<file path="config.mk">
export PLATFORM = sky130hd
export DESIGN_NAME = arm_alarm_ctrl
export DESIGN_NICKNAME = d
export VERILOG_FILES = /design/src/shared/arm_pkg.sv /design/src/hw/arm_alarm_ctrl.sv
export SDC_FILE = /design/constraint.sdc
export NUM_CORES = 1
export LEC_CHECK = 0
export ABC_AREA = 0
export BUFFER_PORTS_ARGS = -buffer_cell sky130_fd_sc_hd__buf_2
export CAP_MARGIN = 20
export CORE_MARGIN = 8
export CORE_UTILIZATION = 48
export DETAILED_ROUTE_END_ITERATION = 7
export PLACE_DENSITY = 0.9
export SKIP_CTS_REPAIR_TIMING = 1
export SLEW_MARGIN = 25
export SYNTH_ARGS = -nofsm -noshare
export SYNTH_HDL_FRONTEND = slang
export SYNTH_SLANG_ARGS = --single-unit
</file>
<file path="constraint.sdc">
create_clock -name hclk -period 5.6 [get_ports hclk]
set_input_delay 1.12 -clock hclk [delete_from_list [all_inputs] [get_ports hclk]]
set_output_delay 1.12 -clock hclk [all_outputs]
set_load 0.03 [all_outputs]
</file>
<file path="src/shared/arm_pkg.sv">
// Constants and types for the alarm raw status, mask and latched status block.
// Overview of operation
// - Raw alarm word, bits 15..0, shows every source except bit 9 unlatched and ignores the mask.
// - Raw bit 15 is set while any bit of safety status word A is set.
// - Raw bit 14 is set while any bit of safety status word B is set.
// - Raw bit 13 is set while any bit of safety alert word A is set.
// - Raw bit 12 is set while any bit of safety alert word B is set.
// - Raw bit 11 is set while the charge protection driver is disabled.
// - Raw bit 10 is set while the discharge protection driver is disabled.
// - Raw bit 9 sets when a cell or the stack is below shutdown threshold.
// - Writing 1 to raw bit 9 clears it; while set the alert pin is low.
// - Raw bit 8 is set while cell balancing runs.
// - Raw bit 7 pulses when a full scan completes.
// - Raw bit 6 pulses when a voltage ADC scan completes.
// - Raw bit 5 pulses on wake from sleep; bit 4 pulses on sleep entry.
// - Raw bit 3 pulses each time the programmable timer expires.
// - Raw bit 2 pulses when the startup measurement sequence finishes.
// - Raw bit 1 follows the charge detector output level.
// - Raw bit 0 is set while the battery power-on indication is asserted.
// - Sixteen-bit mask has the raw layout, but bit 1 selects detector change.
// - Software may rewrite the mask any time and it takes effect at once.
// - After reset the mask loads from the stored default mask setting.
// - Latched bit sets when its source and mask bit are set, and stays set.
// - Writing 1 clears a latched bit; any set latched bit drives alert low.
// - Detector change is raised when the debounced detector differs from before.
package arm_pkg;
   localparam logic [7:0] RAW_OFS = 8'h00;
   localparam logic [7:0] MASK_OFS = 8'h04;
   localparam logic [7:0] STAT_OFS = 8'h08;
   localparam logic [15:0] MASK_RST = 16'h0000;
   localparam logic [15:0] STAT_RST = 16'h0000;
   localparam int B_STAT_A = 15;
   localparam int B_STAT_B = 14;
   localparam int B_ALRT_A = 13;
   localparam int B_ALRT_B = 12;
   localparam int B_XCH = 11;
   localparam int B_XDS = 10;
   localparam int B_SHUT = 9;
   localparam int B_BAL = 8;
   localparam int B_FULL = 7;
   localparam int B_ADC = 6;
   localparam int B_WAKE = 5;
   localparam int B_SLP = 4;
   localparam int B_TMR = 3;
   localparam int B_INIT = 2;
   localparam int B_CDET = 1;
   localparam int B_PWR = 0;

   typedef enum logic {ST_LOAD, ST_RUN} arm_phase_t;

   typedef enum logic [1:0] {REG_RAW, REG_MASK, REG_STAT, REG_NONE} arm_reg_t;

   typedef struct packed {
      arm_phase_t phase;
      logic [15:0] mask;
      logic [15:0] status;
      logic shut_flag;
      logic cd_prev;
      logic alert_n;
      logic dp_wr;
      arm_reg_t dp_reg;
      logic [31:0] rdata;
   } arm_state_t;
endpackage

</file>
<file path="src/hw/arm_alarm_ctrl.sv">
// AHB-Lite alarm raw word, source mask, latched status and active-low alert.
//
// The implementer's own choices: the AHB-Lite interface to the registers and the register addresses.
`timescale 1ns/1ps

module arm_alarm_ctrl (
   // Clock and reset.
   input wire logic hclk,
   input wire logic hresetn,
   // AHB-Lite slave.
   input wire logic hsel,
   input wire logic [31:0] haddr,
   input wire logic [1:0] htrans,
   input wire logic hwrite,
   input wire logic [2:0] hsize,
   input wire logic [31:0] hwdata,
   input wire logic hready,
   output logic hreadyout,
   output logic hresp,
   output logic [31:0] hrdata,
   // Safety summaries.
   input wire logic [7:0] safety_status_a,
   input wire logic [7:0] safety_status_b,
   input wire logic [7:0] safety_alert_a,
   input wire logic [7:0] safety_alert_b,
   // Protection driver, shutdown and balancing levels.
   input wire logic charge_driver_off,
   input wire logic discharge_driver_off,
   input wire logic cell_below_shutdown,
   input wire logic stack_below_shutdown,
   input wire logic balance_active,
   // One-cycle event pulses.
   input wire logic full_scan_done,
   input wire logic adc_scan_done,
   input wire logic wake_event,
   input wire logic sleep_entered,
   input wire logic timer_expired_flag,
   input wire logic startup_done,
   // Detector, power-on and stored default mask.
   input wire logic charger_detect_level,
   input wire logic power_on_event,
   input wire logic [15:0] cfg_default_mask,
   // Alert pin.
   output logic alert_n
);

   arm_pkg::arm_state_t s_q;
   arm_pkg::arm_state_t s_d;
   logic [15:0] raw_w;
   logic [15:0] src_w;
   logic [15:0] rd_raw;
   logic [15:0] st_clr;
   logic sv_set;
   logic sv_clr;
   logic cd_change;
   logic ap_take;
   arm_pkg::arm_reg_t ap_reg;

   // Merges a hardware set with a software clear; the set wins so no event is lost.
   function automatic logic [15:0] sticky(input logic [15:0] old,
                                          input logic [15:0] set,
                                          input logic [15:0] clr);
      return set | (old & ~clr);
   endfunction

   // Maps a byte address onto a register; anything else reads zero and ignores writes.
   function automatic arm_pkg::arm_reg_t decode(input logic [31:0] addr);
      arm_pkg::arm_reg_t r;
      r = arm_pkg::REG_NONE;
      if (addr[31:8] == 24'h000000) begin
         case (addr[7:0])
            arm_pkg::RAW_OFS: r = arm_pkg::REG_RAW;
            arm_pkg::MASK_OFS: r = arm_pkg::REG_MASK;
            arm_pkg::STAT_OFS: r = arm_pkg::REG_STAT;
            default: r = arm_pkg::REG_NONE;
         endcase
      end
      return r;
   endfunction

   // The slave never stalls and never errors.
   assign hreadyout = 1'b1;
   assign hresp = 1'b0;
   assign hrdata = s_q.rdata;
   assign alert_n = s_q.alert_n;

   assign ap_take = hsel && htrans[1] && hready;
   assign ap_reg = decode(haddr);

   // Change is held off in the load cycle so reset alone never fakes a toggle.
   assign cd_change = (s_q.phase == arm_pkg::ST_RUN) &&
                      (charger_detect_level != s_q.cd_prev);

   // Raw word shows the live sources, and the held shutdown flag at bit 9, with no regard to the mask.
   always_comb begin
      raw_w = 16'h0000;
      raw_w[arm_pkg::B_STAT_A] = |safety_status_a;
      raw_w[arm_pkg::B_STAT_B] = |safety_status_b;
      raw_w[arm_pkg::B_ALRT_A] = |safety_alert_a;
      raw_w[arm_pkg::B_ALRT_B] = |safety_alert_b;
      raw_w[arm_pkg::B_XCH] = charge_driver_off;
      raw_w[arm_pkg::B_XDS] = discharge_driver_off;
      raw_w[arm_pkg::B_SHUT] = s_q.shut_flag;
      raw_w[arm_pkg::B_BAL] = balance_active;
      raw_w[arm_pkg::B_FULL] = full_scan_done;
      raw_w[arm_pkg::B_ADC] = adc_scan_done;
      raw_w[arm_pkg::B_WAKE] = wake_event;
      raw_w[arm_pkg::B_SLP] = sleep_entered;
      raw_w[arm_pkg::B_TMR] = timer_expired_flag;
      raw_w[arm_pkg::B_INIT] = startup_done;
      raw_w[arm_pkg::B_CDET] = charger_detect_level;
      raw_w[arm_pkg::B_PWR] = power_on_event;
   end

   // Latch sources match the raw word except bit 1, which carries the change.
   always_comb begin
      src_w = raw_w;
      src_w[arm_pkg::B_CDET] = cd_change;
   end

   always_comb begin
      s_d = s_q;
      st_clr = 16'h0000;
      sv_clr = 1'b0;
      sv_set = cell_below_shutdown || stack_below_shutdown;
      rd_raw = raw_w;

      // Data phase of the previous transfer: writes land here.
      if (s_q.dp_wr) begin
         case (s_q.dp_reg)
            arm_pkg::REG_RAW: sv_clr = hwdata[arm_pkg::B_SHUT];
            arm_pkg::REG_MASK: s_d.mask = hwdata[15:0];
            arm_pkg::REG_STAT: st_clr = hwdata[15:0];
            default: st_clr = 16'h0000;
         endcase
      end

      s_d.shut_flag = sv_set || (s_q.shut_flag && !sv_clr);

      case (s_q.phase)
         arm_pkg::ST_LOAD: begin
            // The stored default is sampled after reset release, not under reset.
            s_d.mask = cfg_default_mask;
            s_d.cd_prev = charger_detect_level;
            s_d.phase = arm_pkg::ST_RUN;
         end
         arm_pkg::ST_RUN: begin
            s_d.cd_prev = charger_detect_level;
            // The mask in force this cycle gates latching, so a rewrite acts at once.
            s_d.status = sticky(s_q.status, src_w & s_d.mask, st_clr);
         end
         default: begin
            s_d.phase = arm_pkg::ST_LOAD;
         end
      endcase

      // Alert stays low while any latched bit or the shutdown flag stands.
      s_d.alert_n = !((|s_d.status) || s_d.shut_flag);

      // Address phase: capture the target and prepare read data.
      s_d.dp_wr = ap_take && hwrite;
      s_d.dp_reg = ap_take ? ap_reg : arm_pkg::REG_NONE;
      rd_raw[arm_pkg::B_SHUT] = s_d.shut_flag;
      if (ap_take && !hwrite) begin
         // Read data reflects any write completing in this same cycle.
         case (ap_reg)
            arm_pkg::REG_RAW: s_d.rdata = {16'h0000, rd_raw};
            arm_pkg::REG_MASK: s_d.rdata = {16'h0000, s_d.mask};
            arm_pkg::REG_STAT: s_d.rdata = {16'h0000, s_d.status};
            default: s_d.rdata = 32'h00000000;
         endcase
      end
   end

   always_ff @(posedge hclk or negedge hresetn) begin
      if (!hresetn) begin
         s_q.phase <= arm_pkg::ST_LOAD;
         s_q.mask <= arm_pkg::MASK_RST;
         s_q.status <= arm_pkg::STAT_RST;
         s_q.shut_flag <= 1'b0;
         s_q.cd_prev <= 1'b0;
         s_q.alert_n <= 1'b1;
         s_q.dp_wr <= 1'b0;
         s_q.dp_reg <= arm_pkg::REG_NONE;
         s_q.rdata <= 32'h00000000;
      end else begin
         s_q <= s_d;
      end
   end

   // Upper half of every read is zero.
   property p_raw_upper;
      @(posedge hclk) disable iff (!hresetn)
      (ap_take && !hwrite) |=> (hrdata[31:16] == 16'h0000);
   endproperty
   a_raw_upper: assert property (p_raw_upper)
      else $error("Upper read data bits not zero.");

   property p_raw_stat_a;
      @(posedge hclk) disable iff (!hresetn)
      (ap_take && !hwrite && ap_reg == arm_pkg::REG_RAW)
         |=> (hrdata[arm_pkg::B_STAT_A] == ($past(safety_status_a) != 8'h00));
   endproperty
   a_raw_stat_a: assert property (p_raw_stat_a)
      else $error("Raw bit 15 does not follow safety status A.");

   property p_raw_xch;
      @(posedge hclk) disable iff (!hresetn)
      (ap_take && !hwrite && ap_reg == arm_pkg::REG_RAW)
         |=> (hrdata[11] == $past(charge_driver_off));
   endproperty
   a_raw_xch: assert property (p_raw_xch)
      else $error("Raw bit 11 does not follow the charge driver.");

   property p_raw_stat_b;
      @(posedge hclk) disable iff (!hresetn)
      (ap_take && !hwrite && ap_reg == arm_pkg::REG_RAW)
         |=> (hrdata[arm_pkg::B_STAT_B] == ($past(safety_status_b) != 8'h00));
   endproperty
   a_raw_stat_b: assert property (p_raw_stat_b)
      else $error("Raw bit 14 does not follow safety status B.");

   property p_raw_alrt_a;
      @(posedge hclk) disable iff (!hresetn)
      (ap_take && !hwrite && ap_reg == arm_pkg::REG_RAW)
         |=> (hrdata[arm_pkg::B_ALRT_A] == ($past(safety_alert_a) != 8'h00));
   endproperty
   a_raw_alrt_a: assert property (p_raw_alrt_a)
      else $error("Raw bit 13 does not follow safety alert A.");

   property p_raw_alrt_b;
      @(posedge hclk) disable iff (!hresetn)
      (ap_take && !hwrite && ap_reg == arm_pkg::REG_RAW)
         |=> (hrdata[arm_pkg::B_ALRT_B] == ($past(safety_alert_b) != 8'h00));
   endproperty
   a_raw_alrt_b: assert property (p_raw_alrt_b)
      else $error("Raw bit 12 does not follow safety alert B.");

   property p_raw_xds;
      @(posedge hclk) disable iff (!hresetn)
      (ap_take && !hwrite && ap_reg == arm_pkg::REG_RAW)
         |=> (hrdata[arm_pkg::B_XDS] == $past(discharge_driver_off));
   endproperty
   a_raw_xds: assert property (p_raw_xds)
      else $error("Raw bit 10 does not follow the discharge driver.");

   property p_raw_bal;
      @(posedge hclk) disable iff (!hresetn)
      (ap_take && !hwrite && ap_reg == arm_pkg::REG_RAW)
         |=> (hrdata[arm_pkg::B_BAL] == $past(balance_active));
   endproperty
   a_raw_bal: assert property (p_raw_bal)
      else $error("Raw bit 8 does not follow cell balancing.");

   property p_raw_full;
      @(posedge hclk) disable iff (!hresetn)
      (ap_take && !hwrite && ap_reg == arm_pkg::REG_RAW)
         |=> (hrdata[arm_pkg::B_FULL] == $past(full_scan_done));
   endproperty
   a_raw_full: assert property (p_raw_full)
      else $error("Raw bit 7 does not follow the full scan pulse.");

   property p_raw_adc;
      @(posedge hclk) disable iff (!hresetn)
      (ap_take && !hwrite && ap_reg == arm_pkg::REG_RAW)
         |=> (hrdata[arm_pkg::B_ADC] == $past(adc_scan_done));
   endproperty
   a_raw_adc: assert property (p_raw_adc)
      else $error("Raw bit 6 does not follow the voltage scan pulse.");

   property p_raw_cdet;
      @(posedge hclk) disable iff (!hresetn)
      (ap_take && !hwrite && ap_reg == arm_pkg::REG_RAW)
         |=> (hrdata[arm_pkg::B_CDET] == $past(charger_detect_level));
   endproperty
   a_raw_cdet: assert property (p_raw_cdet)
      else $error("Raw bit 1 does not follow the detector level.");

   property p_raw_pwr;
      @(posedge hclk) disable iff (!hresetn)
      (ap_take && !hwrite && ap_reg == arm_pkg::REG_RAW)
         |=> (hrdata[arm_pkg::B_PWR] == $past(power_on_event));
   endproperty
   a_raw_pwr: assert property (p_raw_pwr)
      else $error("Raw bit 0 does not follow the power-on indication.");

   property p_shut_alert;
      @(posedge hclk) disable iff (!hresetn)
      (cell_below_shutdown || stack_below_shutdown) |=> (s_q.shut_flag && !alert_n);
   endproperty
   a_shut_alert: assert property (p_shut_alert)
      else $error("Shutdown condition did not set flag and alert.");

   property p_shut_clear;
      @(posedge hclk) disable iff (!hresetn)
      (s_q.dp_wr && s_q.dp_reg == arm_pkg::REG_RAW && hwdata[arm_pkg::B_SHUT] &&
       !cell_below_shutdown && !stack_below_shutdown) |=> !s_q.shut_flag;
   endproperty
   a_shut_clear: assert property (p_shut_clear)
      else $error("Shutdown flag not cleared by write of one.");

   property p_mask_write;
      @(posedge hclk) disable iff (!hresetn)
      (s_q.dp_wr && s_q.dp_reg == arm_pkg::REG_MASK) |=> (s_q.mask == $past(hwdata[15:0]));
   endproperty
   a_mask_write: assert property (p_mask_write)
      else $error("Mask write not applied.");

   property p_mask_load;
      @(posedge hclk) disable iff (!hresetn)
      // The sampled reset keeps out the release edge, where the mask still holds its reset value.
      (hresetn && s_q.phase == arm_pkg::ST_LOAD) |=>
         (s_q.mask == $past(cfg_default_mask) && s_q.phase == arm_pkg::ST_RUN);
   endproperty
   a_mask_load: assert property (p_mask_load)
      else $error("Mask not loaded from stored default after reset.");

   property p_load_quiet;
      @(posedge hclk) disable iff (!hresetn)
      (hresetn && s_q.phase == arm_pkg::ST_LOAD) |=> (s_q.status == arm_pkg::STAT_RST);
   endproperty
   a_load_quiet: assert property (p_load_quiet)
      else $error("Status latched during the load cycle.");

   property p_pulse_latch;
      @(posedge hclk) disable iff (!hresetn)
      (s_q.phase == arm_pkg::ST_RUN && full_scan_done && s_q.mask[7] &&
       !(s_q.dp_wr && s_q.dp_reg == arm_pkg::REG_MASK)) |=> s_q.status[7];
   endproperty
   a_pulse_latch: assert property (p_pulse_latch)
      else $error("Enabled scan pulse not latched.");

   property p_hold;
      @(posedge hclk) disable iff (!hresetn)
      (s_q.status[3] && !(s_q.dp_wr && s_q.dp_reg == arm_pkg::REG_STAT)) |=> s_q.status[3];
   endproperty
   a_hold: assert property (p_hold)
      else $error("Latched timer bit lost without a clear.");

   property p_alert_level;
      @(posedge hclk) disable iff (!hresetn)
      ((|s_q.status) || s_q.shut_flag) |-> !alert_n;
   endproperty
   a_alert_level: assert property (p_alert_level)
      else $error("Alert high while a latched bit is set.");

   property p_alert_release;
      @(posedge hclk) disable iff (!hresetn)
      (s_q.status == 16'h0000 && !s_q.shut_flag) |-> alert_n;
   endproperty
   a_alert_release: assert property (p_alert_release)
      else $error("Alert low with nothing latched.");

   property p_cd_toggle;
      @(posedge hclk) disable iff (!hresetn)
      (s_q.phase == arm_pkg::ST_RUN && $past(s_q.phase) == arm_pkg::ST_RUN &&
       $changed(charger_detect_level) && s_q.mask[1] &&
       !(s_q.dp_wr && s_q.dp_reg == arm_pkg::REG_MASK)) |=> s_q.status[1];
   endproperty
   a_cd_toggle: assert property (p_cd_toggle)
      else $error("Detector change not latched.");

endmodule

</file>
==> results.toml, run 1 <==
[worst_setup_path]
r2r_setup_slack_ns = 2.93
critPathLaunchType = "primary input"
r2r_end = "alert_n"
worstSetupStartpoint = "hready"
path_class = "in2reg"
timing.critical_path.required_ns = 5.81
ff2ff_path_depth = 7
worstPathArrival_ns = 3.03
crit-reg2reg-launch = "s_q[32]"
path_max_fanout = 13
critical_path.endpoint = "hrdata[15]"
critical_path.endpoint_type = "flop"

[global_routing]
grt_max_degree = 56
grt_overflow = 0
first_global_vias = 2930
grt_usage = 0.187
grt_antenna_before_repair = 0
global_route_wire_length_before_repair_um = 13500

[run_status]
status = "complete, no violations"

[drt]
dr.first_iter.drc_count = 60
total_number_of_vias = 2747
detail_route.wl_per_cell_um = 17.2
route.final.wire_length_um = 8770
detail_route.vias_per_cell = 5.39
first_pass_iters = 4
drt.antenna.violating_nets = 0
drc = 0

[power]
ir_drop_mv = 0.0943
report.power.total_w = 0.000740
power.leakage_nw = 1.76
p_per_area_nw_per_um2 = 202

[finish]
n_antenna_cell = 0
synthesis_to_layout_area_growth_pct = 19.1
area_taken_by_flip_flops_and_latches_um2 = 1380
fin_nets = 567
stdcell_count = 510
multiInputGateArea_um2 = 1390
number_of_filler_instances_in_the_final_layout = 545
drive_above_1_share = 0.370

[clock_network]
cts-root-to-sink-buffers = 2
ctsHtreeMaxLevel = 2
numCtsBuffers = 5
cts.reportedPaths.clkPinSlew_ns = 0.09
insertion_delay_ns = 0.30
tritoncts = "built"
cts_root_buf = "clkbuf_8"
numClockSinks = 55

[sta]
final_setup_violation_count = 0
max-slew-margin-rel = 0.348
grt_setup_unrepaired = "no"
setup_tns_ns = 0
finalCriticalPeriod_ns = 2.82
fmaxAchievable_ghz = 0.355
worstMarginPinSlew_ns = 0.975
timing_max_transition_violations_final = 0
finalHoldViolCount = 0
final.setup_skew_ns = 0.00898
final.period_utilization = 0.504

[logic_synthesis]
post_synthesis_cell_area_um2 = 3070
synth.yosys.warnings = 0
synth_sequential_area_ratio = 0.449
postSynth.asyncResetShare = 1.00
yosys_most_used_dff = "dfrtp_1"
synth-edff-count = 0
syn-instance-count = 322
yosysTopAreaCell = "dfrtp_1"
synth_top_cells_by_area = "dfrtp_1, buf_4, mux2i_1"
distinct_cells_synth = 39
ys_seq_elements = 55
synth.avg_cell_area_um2 = 9.54
synth.top_cell.area_share = 0.424

[worst_hold_path]
worstHoldPathType = "reg2reg"

[place]
post-dp-hpwl_um = 6870
placement.io_buffers = 131
gpl.final_weighted_congestion = 0.767
dpl.cell_count = 502

[floorplanning]
core_um2 = 6280
ios = 170
die_footprint_um2 = 9210
initial_cell_density_of_the_core = 0.489
die_h_um = 96.0
die-width_um = 96.0
core.rowCount = 29

[run]
max_cap_viol = 0
## routing by layer
layer | GRT usage | routed length (um) | vias to the layer above
li1 | - | - | 1309
met1 | 0.211 | 3480 | 1286
met2 | 0.330 | 4320 | 138
met3 | 0.0601 | 817 | 14
met4 | 0.0512 | 144 | 0
met5 | 0 | 0 | -
## placed cells by master (no fill, tap or decap), types with 2 or more instances in the layout
cell type / count
buf_2: 131
dfrtp_1: 52
nand2_1: 48
mux2i_1: 24
nor2_1: 24
nand3_1: 19
conb_1: 19
a21oi_1: 17
nor4_1: 15
o211ai_1: 11
mux2_2: 9
inv_1: 6
nor3_1: 5
a221o_1: 5
clkbuf_8: 5
o2bb2ai_1: 4
nand4_1: 4
buf_4: 4
a32o_1: 3
dfstp_2: 3
mux2_4: 2
and4b_2: 2
o21ai_1: 2
and3b_1: 2
or3_1: 2
nand2b_1: 2
and3_1: 2
## synthesized netlist by cell type, types with 2 or more instances
cell type,instances
inv_1,6
buf_2,4
nor3_1,5
a221o_1,5
o211ai_1,11
nor4_1,15
nand3_1,19
o2bb2ai_1,4
dfrtp_1,52
nand4_1,4
or3_1,2
buf_4,36
conb_1,2
a32o_1,3
and3_1,2
and3b_1,2
mux2_4,2
nor2_1,24
and4b_2,2
nand2_1,48
a21oi_1,17
clkbuf_1,5
mux2i_1,24
o21ai_1,2
mux2_2,9
dfstp_2,3
nand2b_1,2
## cells by family after synthesis
logic type                count (synthesis)  synth area share
other                                     2           0.00245
and+or+nand+nor                         129             0.202
buffers and inverters                    55             0.119
xor gates and xnor gates                  1           0.00285
muxes                                    35             0.121
DFF                                      55             0.449
AOI/OAI and AO/OA                        45             0.103
## final cells by class
| cell class | count | share of cell area |
|---|---|---|
| timing repair buffer | 135 | 0.187 |
| clock inverter | 2 | 0.00342 |
| tap | 77 | 0.0263 |
| sequential | 55 | 0.377 |
| clock buffer | 6 | 0.0198 |
| inverter | 6 | 0.00616 |
| multi-input combinational | 229 | 0.379 |
## how the worst min path moves through the flow
stage,startpoint,end,slack [ns],depth (start not counted)
floorplan,s_q[49],s_q[49],0.45,2
global placement,s_q[49],s_q[49],0.47,2
detailed placement,s_q[49],s_q[49],0.47,2
CTS,s_q[49],s_q[49],0.49,2
global route,hrdata[13],hrdata[13],0.53,2
finish,s_q[49],s_q[49],0.49,2
## sequential cells by signal, summed over array words and instances (netlist names)
name / flops
s_q: 37
raw_w: 1
hrdata: 16
alert_n: 1
## metrics by stage
stage,hold WS (ns),worst slack (ns),utilization,instance area [um2]
after floorplan,0.450,3.05,-,3130
after global placement,0.468,2.47,0.569,3570
after detailed placement,0.472,2.39,0.569,3570
after CTS,0.495,2.69,0.583,3660
after global routing,0.527,2.64,0.583,3660
final,0.492,2.78,0.583,3660
## report_power, final
| group | internal [W] | switching (W) |
|---|---|---|
| clock network | 0.0000878 | 0.000126 |
| registers | 0.000408 | 0.00000533 |
| logic | 0.0000492 | 0.0000635 |
## critical path: stages
cell and delay (ns):
buf_2 0.08, nand3_1 0.12, nor2_1 0.76, nand3_1 0.60, o211ai_1 0.35
(Power assumes the default switching activity.)
==> inputs of run 2 (changes only) <==
- CORE_UTILIZATION: 48 -> 45
- PLACE_DENSITY: 0.9 -> 0.85
- clock period: 5.6 -> 2.77 ns (I/O delays scaled with it)
==> results.toml, run 2 (synthesis results as in run 1) <==
[run_status]
status = "complete, no violations"

[finish]
final_common_cell = "buf_2"
drive_above_1_share = 0.374
largest-register = "s_q"
number_of_filler_instances_in_the_final_layout = 613
multiInputGateArea_um2 = 1390
area_taken_by_flip_flops_and_latches_um2 = 1380
n_antenna_cell = 0
synthesis_to_layout_area_growth_pct = 20.4
most-common-layout-cells = "buf_2, dfrtp_1, nand2_1"
fin_nets = 570
largest_register_ffs = 37
stdcell_count = 516

[sta]
grt_setup_unrepaired = "no"
fmaxAchievable_ghz = 0.427
finalCriticalPeriod_ns = 2.34
timing_max_transition_violations_final = 0
final_setup_violation_count = 0
finalHoldViolCount = 0
final.setup_skew_ns = 0.0116
setup_tns_ns = 0
worstMarginPinSlew_ns = 0.542
final.period_utilization = 0.846
max-slew-margin-rel = 0.637
hold_ws_ns = 0.106

[drt]
detail_route.vias_per_cell = 5.31
drc = 0
first_pass_iters = 5
route.final.wire_length_um = 8620
drt.antenna.violating_nets = 0
detail_route.wl_per_cell_um = 16.7
total_number_of_vias = 2740
dr.first_iter.drc_count = 92

[worst_hold_path]
worstHoldPathType = "in2async"

[worst_setup_path]
worstPathArrival_ns = 2.56
crit-reg2reg-launch = "s_q[70]"
cp_cell_sequence = "and4b_2, nand2_1, nand2_1, o21ai_1, or4_1, nor4_2"
path_class = "reg2reg"
r2r_end = "alert_n"
worstSetupStartpoint = "s_q[70]"
path_max_fanout = 16
max_stage_delay_ns = 0.62
ff2ff_path_depth = 6
most_used_cell_cp = "nand2_1"
critical_path.endpoint_type = "flop"
timing.critical_path.required_ns = 2.99
cpMaxStageDelayCell = "dfrtp_1"
critPathLaunchType = "flop"
critical_path.endpoint = "alert_n"
r2r_setup_slack_ns = 0.43

[clock_network]
cts.reportedPaths.clkPinSlew_ns = 0.10
numClockSinks = 55
cts-root-to-sink-buffers = 2
numCtsBuffers = 5
insertion_delay_ns = 0.31
tritoncts = "built"
ctsHtreeMaxLevel = 2
cts_root_buf = "clkbuf_8"

[global_routing]
global_route_wire_length_before_repair_um = 14200
grt_antenna_before_repair = 0
grt_max_degree = 34
grt_usage = 0.180
first_global_vias = 3067
grt_overflow = 0

[floorplanning]
ios = 170
die-width_um = 98.6
initial_cell_density_of_the_core = 0.460
die_footprint_um2 = 9720
die_h_um = 98.6
core_um2 = 6680
core.rowCount = 30

[run]
max_cap_viol = 0

[power]
power.leakage_nw = 1.79
ir_drop_mv = 0.192
p_per_area_nw_per_um2 = 407

[place]
placement.io_buffers = 131
gpl.final_weighted_congestion = 0.808
post-dp-hpwl_um = 6840
dpl.cell_count = 508
run 2: cell types whose count changed in the layout (fill, tap and decap cells not counted):
cell and delta:
buf_4 +2, buf_12 +1
run 2: metal layers:
layer / share of wire / global-route usage
met5: 0 / 0
met2: 0.50 / 0.320
met1: 0.39 / 0.196
met3: 0.093 / 0.0606
met4: 0.016 / 0.0567
run 2: how the worst min path moves through the flow:
stage	startpoint	endpoint	slack, ns	depth (start not counted)
after global routing	hresetn	s_q[60]	0.10	1
after CTS	hresetn	hrdata[9]	0.10	1
after floorplan	hresetn	hrdata[0]	0.26	0
after global placement	hresetn	hrdata[6]	0.44	1
after detailed placement	hresetn	hrdata[6]	0.45	1
final	hresetn	s_q[47]	0.11	1
run 2: cell type report:
type / count / area share
Multi-Input combinational cell: 229 / 0.375
Sequential cell: 55 / 0.373
Timing Repair Buffer: 138 / 0.195
Tap cell: 80 / 0.0271
Clock buffer: 6 / 0.0196
Inverter: 6 / 0.00609
Clock inverter: 2 / 0.00339
run 2: worst max-delay path: cells and delay by family (launching register included):
| kind | cells | cell delay, ns |
|---|---|---|
| simple gates | 5 | 1.51 |
| compound gates | 1 | 0.11 |
| flops | 1 | 0.62 |
run 2: stage by stage:
| step | utilization | worst slack [ns] | instance area [um2] | total power (W) |
|---|---|---|---|---|
| CTS | 0.553 | 0.437 | 3700 | 0.00151 |
| finish | 0.553 | 0.426 | 3700 | 0.00150 |
| global route | 0.553 | 0.249 | 3700 | 0.00157 |
| floorplan | - | 0.789 | 3130 | 0.000978 |
| detailed placement | 0.540 | 0.404 | 3610 | 0.00108 |
| global placement | 0.540 | 0.421 | 3610 | 0.00107 |
run 2: where the power goes:
group | switching (W) | leakage [nW] | internal [W]
Sequential | 0.0000101 | 0.620 | 0.000825
Clock | 0.000262 | 0.0412 | 0.000178
Combinational | 0.000127 | 1.12 | 0.000101
==> inputs of run 3 (changes only) <==
- clock period: 2.77 -> 2.3 ns (I/O delays scaled with it)
==> results.toml, run 3 (synthesis results as in run 1) <==
[clock_network]
numCtsBuffers = 5
cts-root-to-sink-buffers = 2
cts.reportedPaths.clkPinSlew_ns = 0.10
tritoncts = "built"
cts_root_buf = "clkbuf_8"
insertion_delay_ns = 0.31
ctsHtreeMaxLevel = 2
numClockSinks = 55

[floorplanning]
die_h_um = 98.6
core.rowCount = 30
die_footprint_um2 = 9720
core_um2 = 6680
die-width_um = 98.6
ios = 170
initial_cell_density_of_the_core = 0.460

[finish]
most-common-layout-cells = "buf_2, dfrtp_1, nand2_1"
synthesis_to_layout_area_growth_pct = 21.7
finish.instance_area_um2 = 3740
fin_nets = 575
largest_register_ffs = 37
largest-register = "s_q"
final_common_cell = "buf_2"
n_antenna_cell = 0
drive_above_1_share = 0.381

[drt]
drt.antenna.violating_nets = 0
route.final.wire_length_um = 8690
first_pass_iters = 7
dr.first_iter.drc_count = 116
detail_route.wl_per_cell_um = 16.7
drc = 0
detail_route.vias_per_cell = 5.26
total_number_of_vias = 2741

[sta]
final_setup_violation_count = 0
fmaxAchievable_ghz = 0.472
finalCriticalPeriod_ns = 2.12
finalHoldViolCount = 0
worstMarginPinSlew_ns = 0.563
setup_tns_ns = 0
final.period_utilization = 0.920
max-slew-margin-rel = 0.625
grt_setup_unrepaired = "no"
timing_max_transition_violations_final = 0
final.setup_skew_ns = 0.0113

[worst_setup_path]
critical_path.endpoint_type = "flop"
max_stage_delay_ns = 0.55
most_used_cell_cp = "nand2_1"
path_class = "reg2reg"
r2r_end = "alert_n"
ff2ff_path_depth = 6
critPathLaunchType = "flop"
path_delay_family = "simple AND/OR/NAND/NOR gates"
timing.critical_path.required_ns = 2.52
cpMaxStageDelayCell = "dfstp_2"
critPathBufInv = 0
worstPathArrival_ns = 2.34
path_max_fanout = 16
crit-reg2reg-launch = "s_q[33]"
r2r_setup_slack_ns = 0.18
cp_cell_sequence = "and4b_2, nand2_1, nand2_1, o21ai_1, or4_1, nor4_2"

[place]
post-dp-hpwl_um = 6880
post_dp_cell_area_um2 = 3650
gpl.final_weighted_congestion = 0.786
placement.io_buffers = 131

[global_routing]
grt_max_degree = 34
grt_antenna_before_repair = 0
global_route_wire_length_before_repair_um = 14000
first_global_vias = 3048
grt_usage = 0.178
grt_overflow = 0

[power]
ir_drop_mv = 0.257
report.power.total_w = 0.00182
power.leakage_nw = 1.81
p_per_area_nw_per_um2 = 487

[worst_hold_path]
worstHoldPathType = "in2async"

[run_status]
status = "complete, no violations"

[run]
max_cap_viol = 0
run 3: cell types whose count changed in the layout (fill, tap and decap cells not counted):
cell	delta
clkinv_2	-1
inv_6	+1
buf_4	+5
run 3: routing by layer:
metal | vias up | GRT usage | wire, um
li1 | 1332 | - | -
met1 | 1277 | 0.196 | 3590
met2 | 122 | 0.314 | 4310
met3 | 10 | 0.0585 | 671
met4 | 0 | 0.0567 | 115
met5 | - | 0 | 0
run 3: cell type report:
| type | instances | area, um2 |
|---|---|---|
| clock buffer | 6 | 72.6 |
| clock inverter | 2 | 16.3 |
| fill | 616 | 2940 |
| inverter | 6 | 22.5 |
| multi-input combinational | 229 | 1390 |
| sequential | 55 | 1380 |
| tap | 80 | 100 |
| timing repair buffer | 143 | 758 |
run 3: power breakdown:
part / switching, W / total [W] / internal [W]
registers: 0.00000935 / 0.00100 / 0.000994
logic: 0.000156 / 0.000279 / 0.000123
clock network: 0.000317 / 0.000536 / 0.000219
run 3: stage by stage:
stage	utilization	hold slack, ns	setup WS [ns]	instances
2_1_floorplan	-	0.164	0.393	339
3_3_place_gp	0.546	0.462	0.201	513
3_5_place_dp	0.546	0.476	0.174	513
4_1_cts	0.559	0.129	0.155	521
5_1_grt	0.559	0.139	0.00937	521
6_report	0.559	0.123	0.183	521
run 3: worst max path at each step:
stage / startpoint / endpoint / slack (ns) / cells after the start
2_1_floorplan: s_q[33] / hrdata[14] / 0.39 / 7
3_3_place_gp: s_q[33] / alert_n / 0.20 / 6
3_5_place_dp: s_q[33] / alert_n / 0.17 / 6
4_1_cts: s_q[33] / alert_n / 0.16 / 6
5_1_grt: s_q[33] / alert_n / 0.009 / 6
6_report: s_q[33] / alert_n / 0.18 / 6
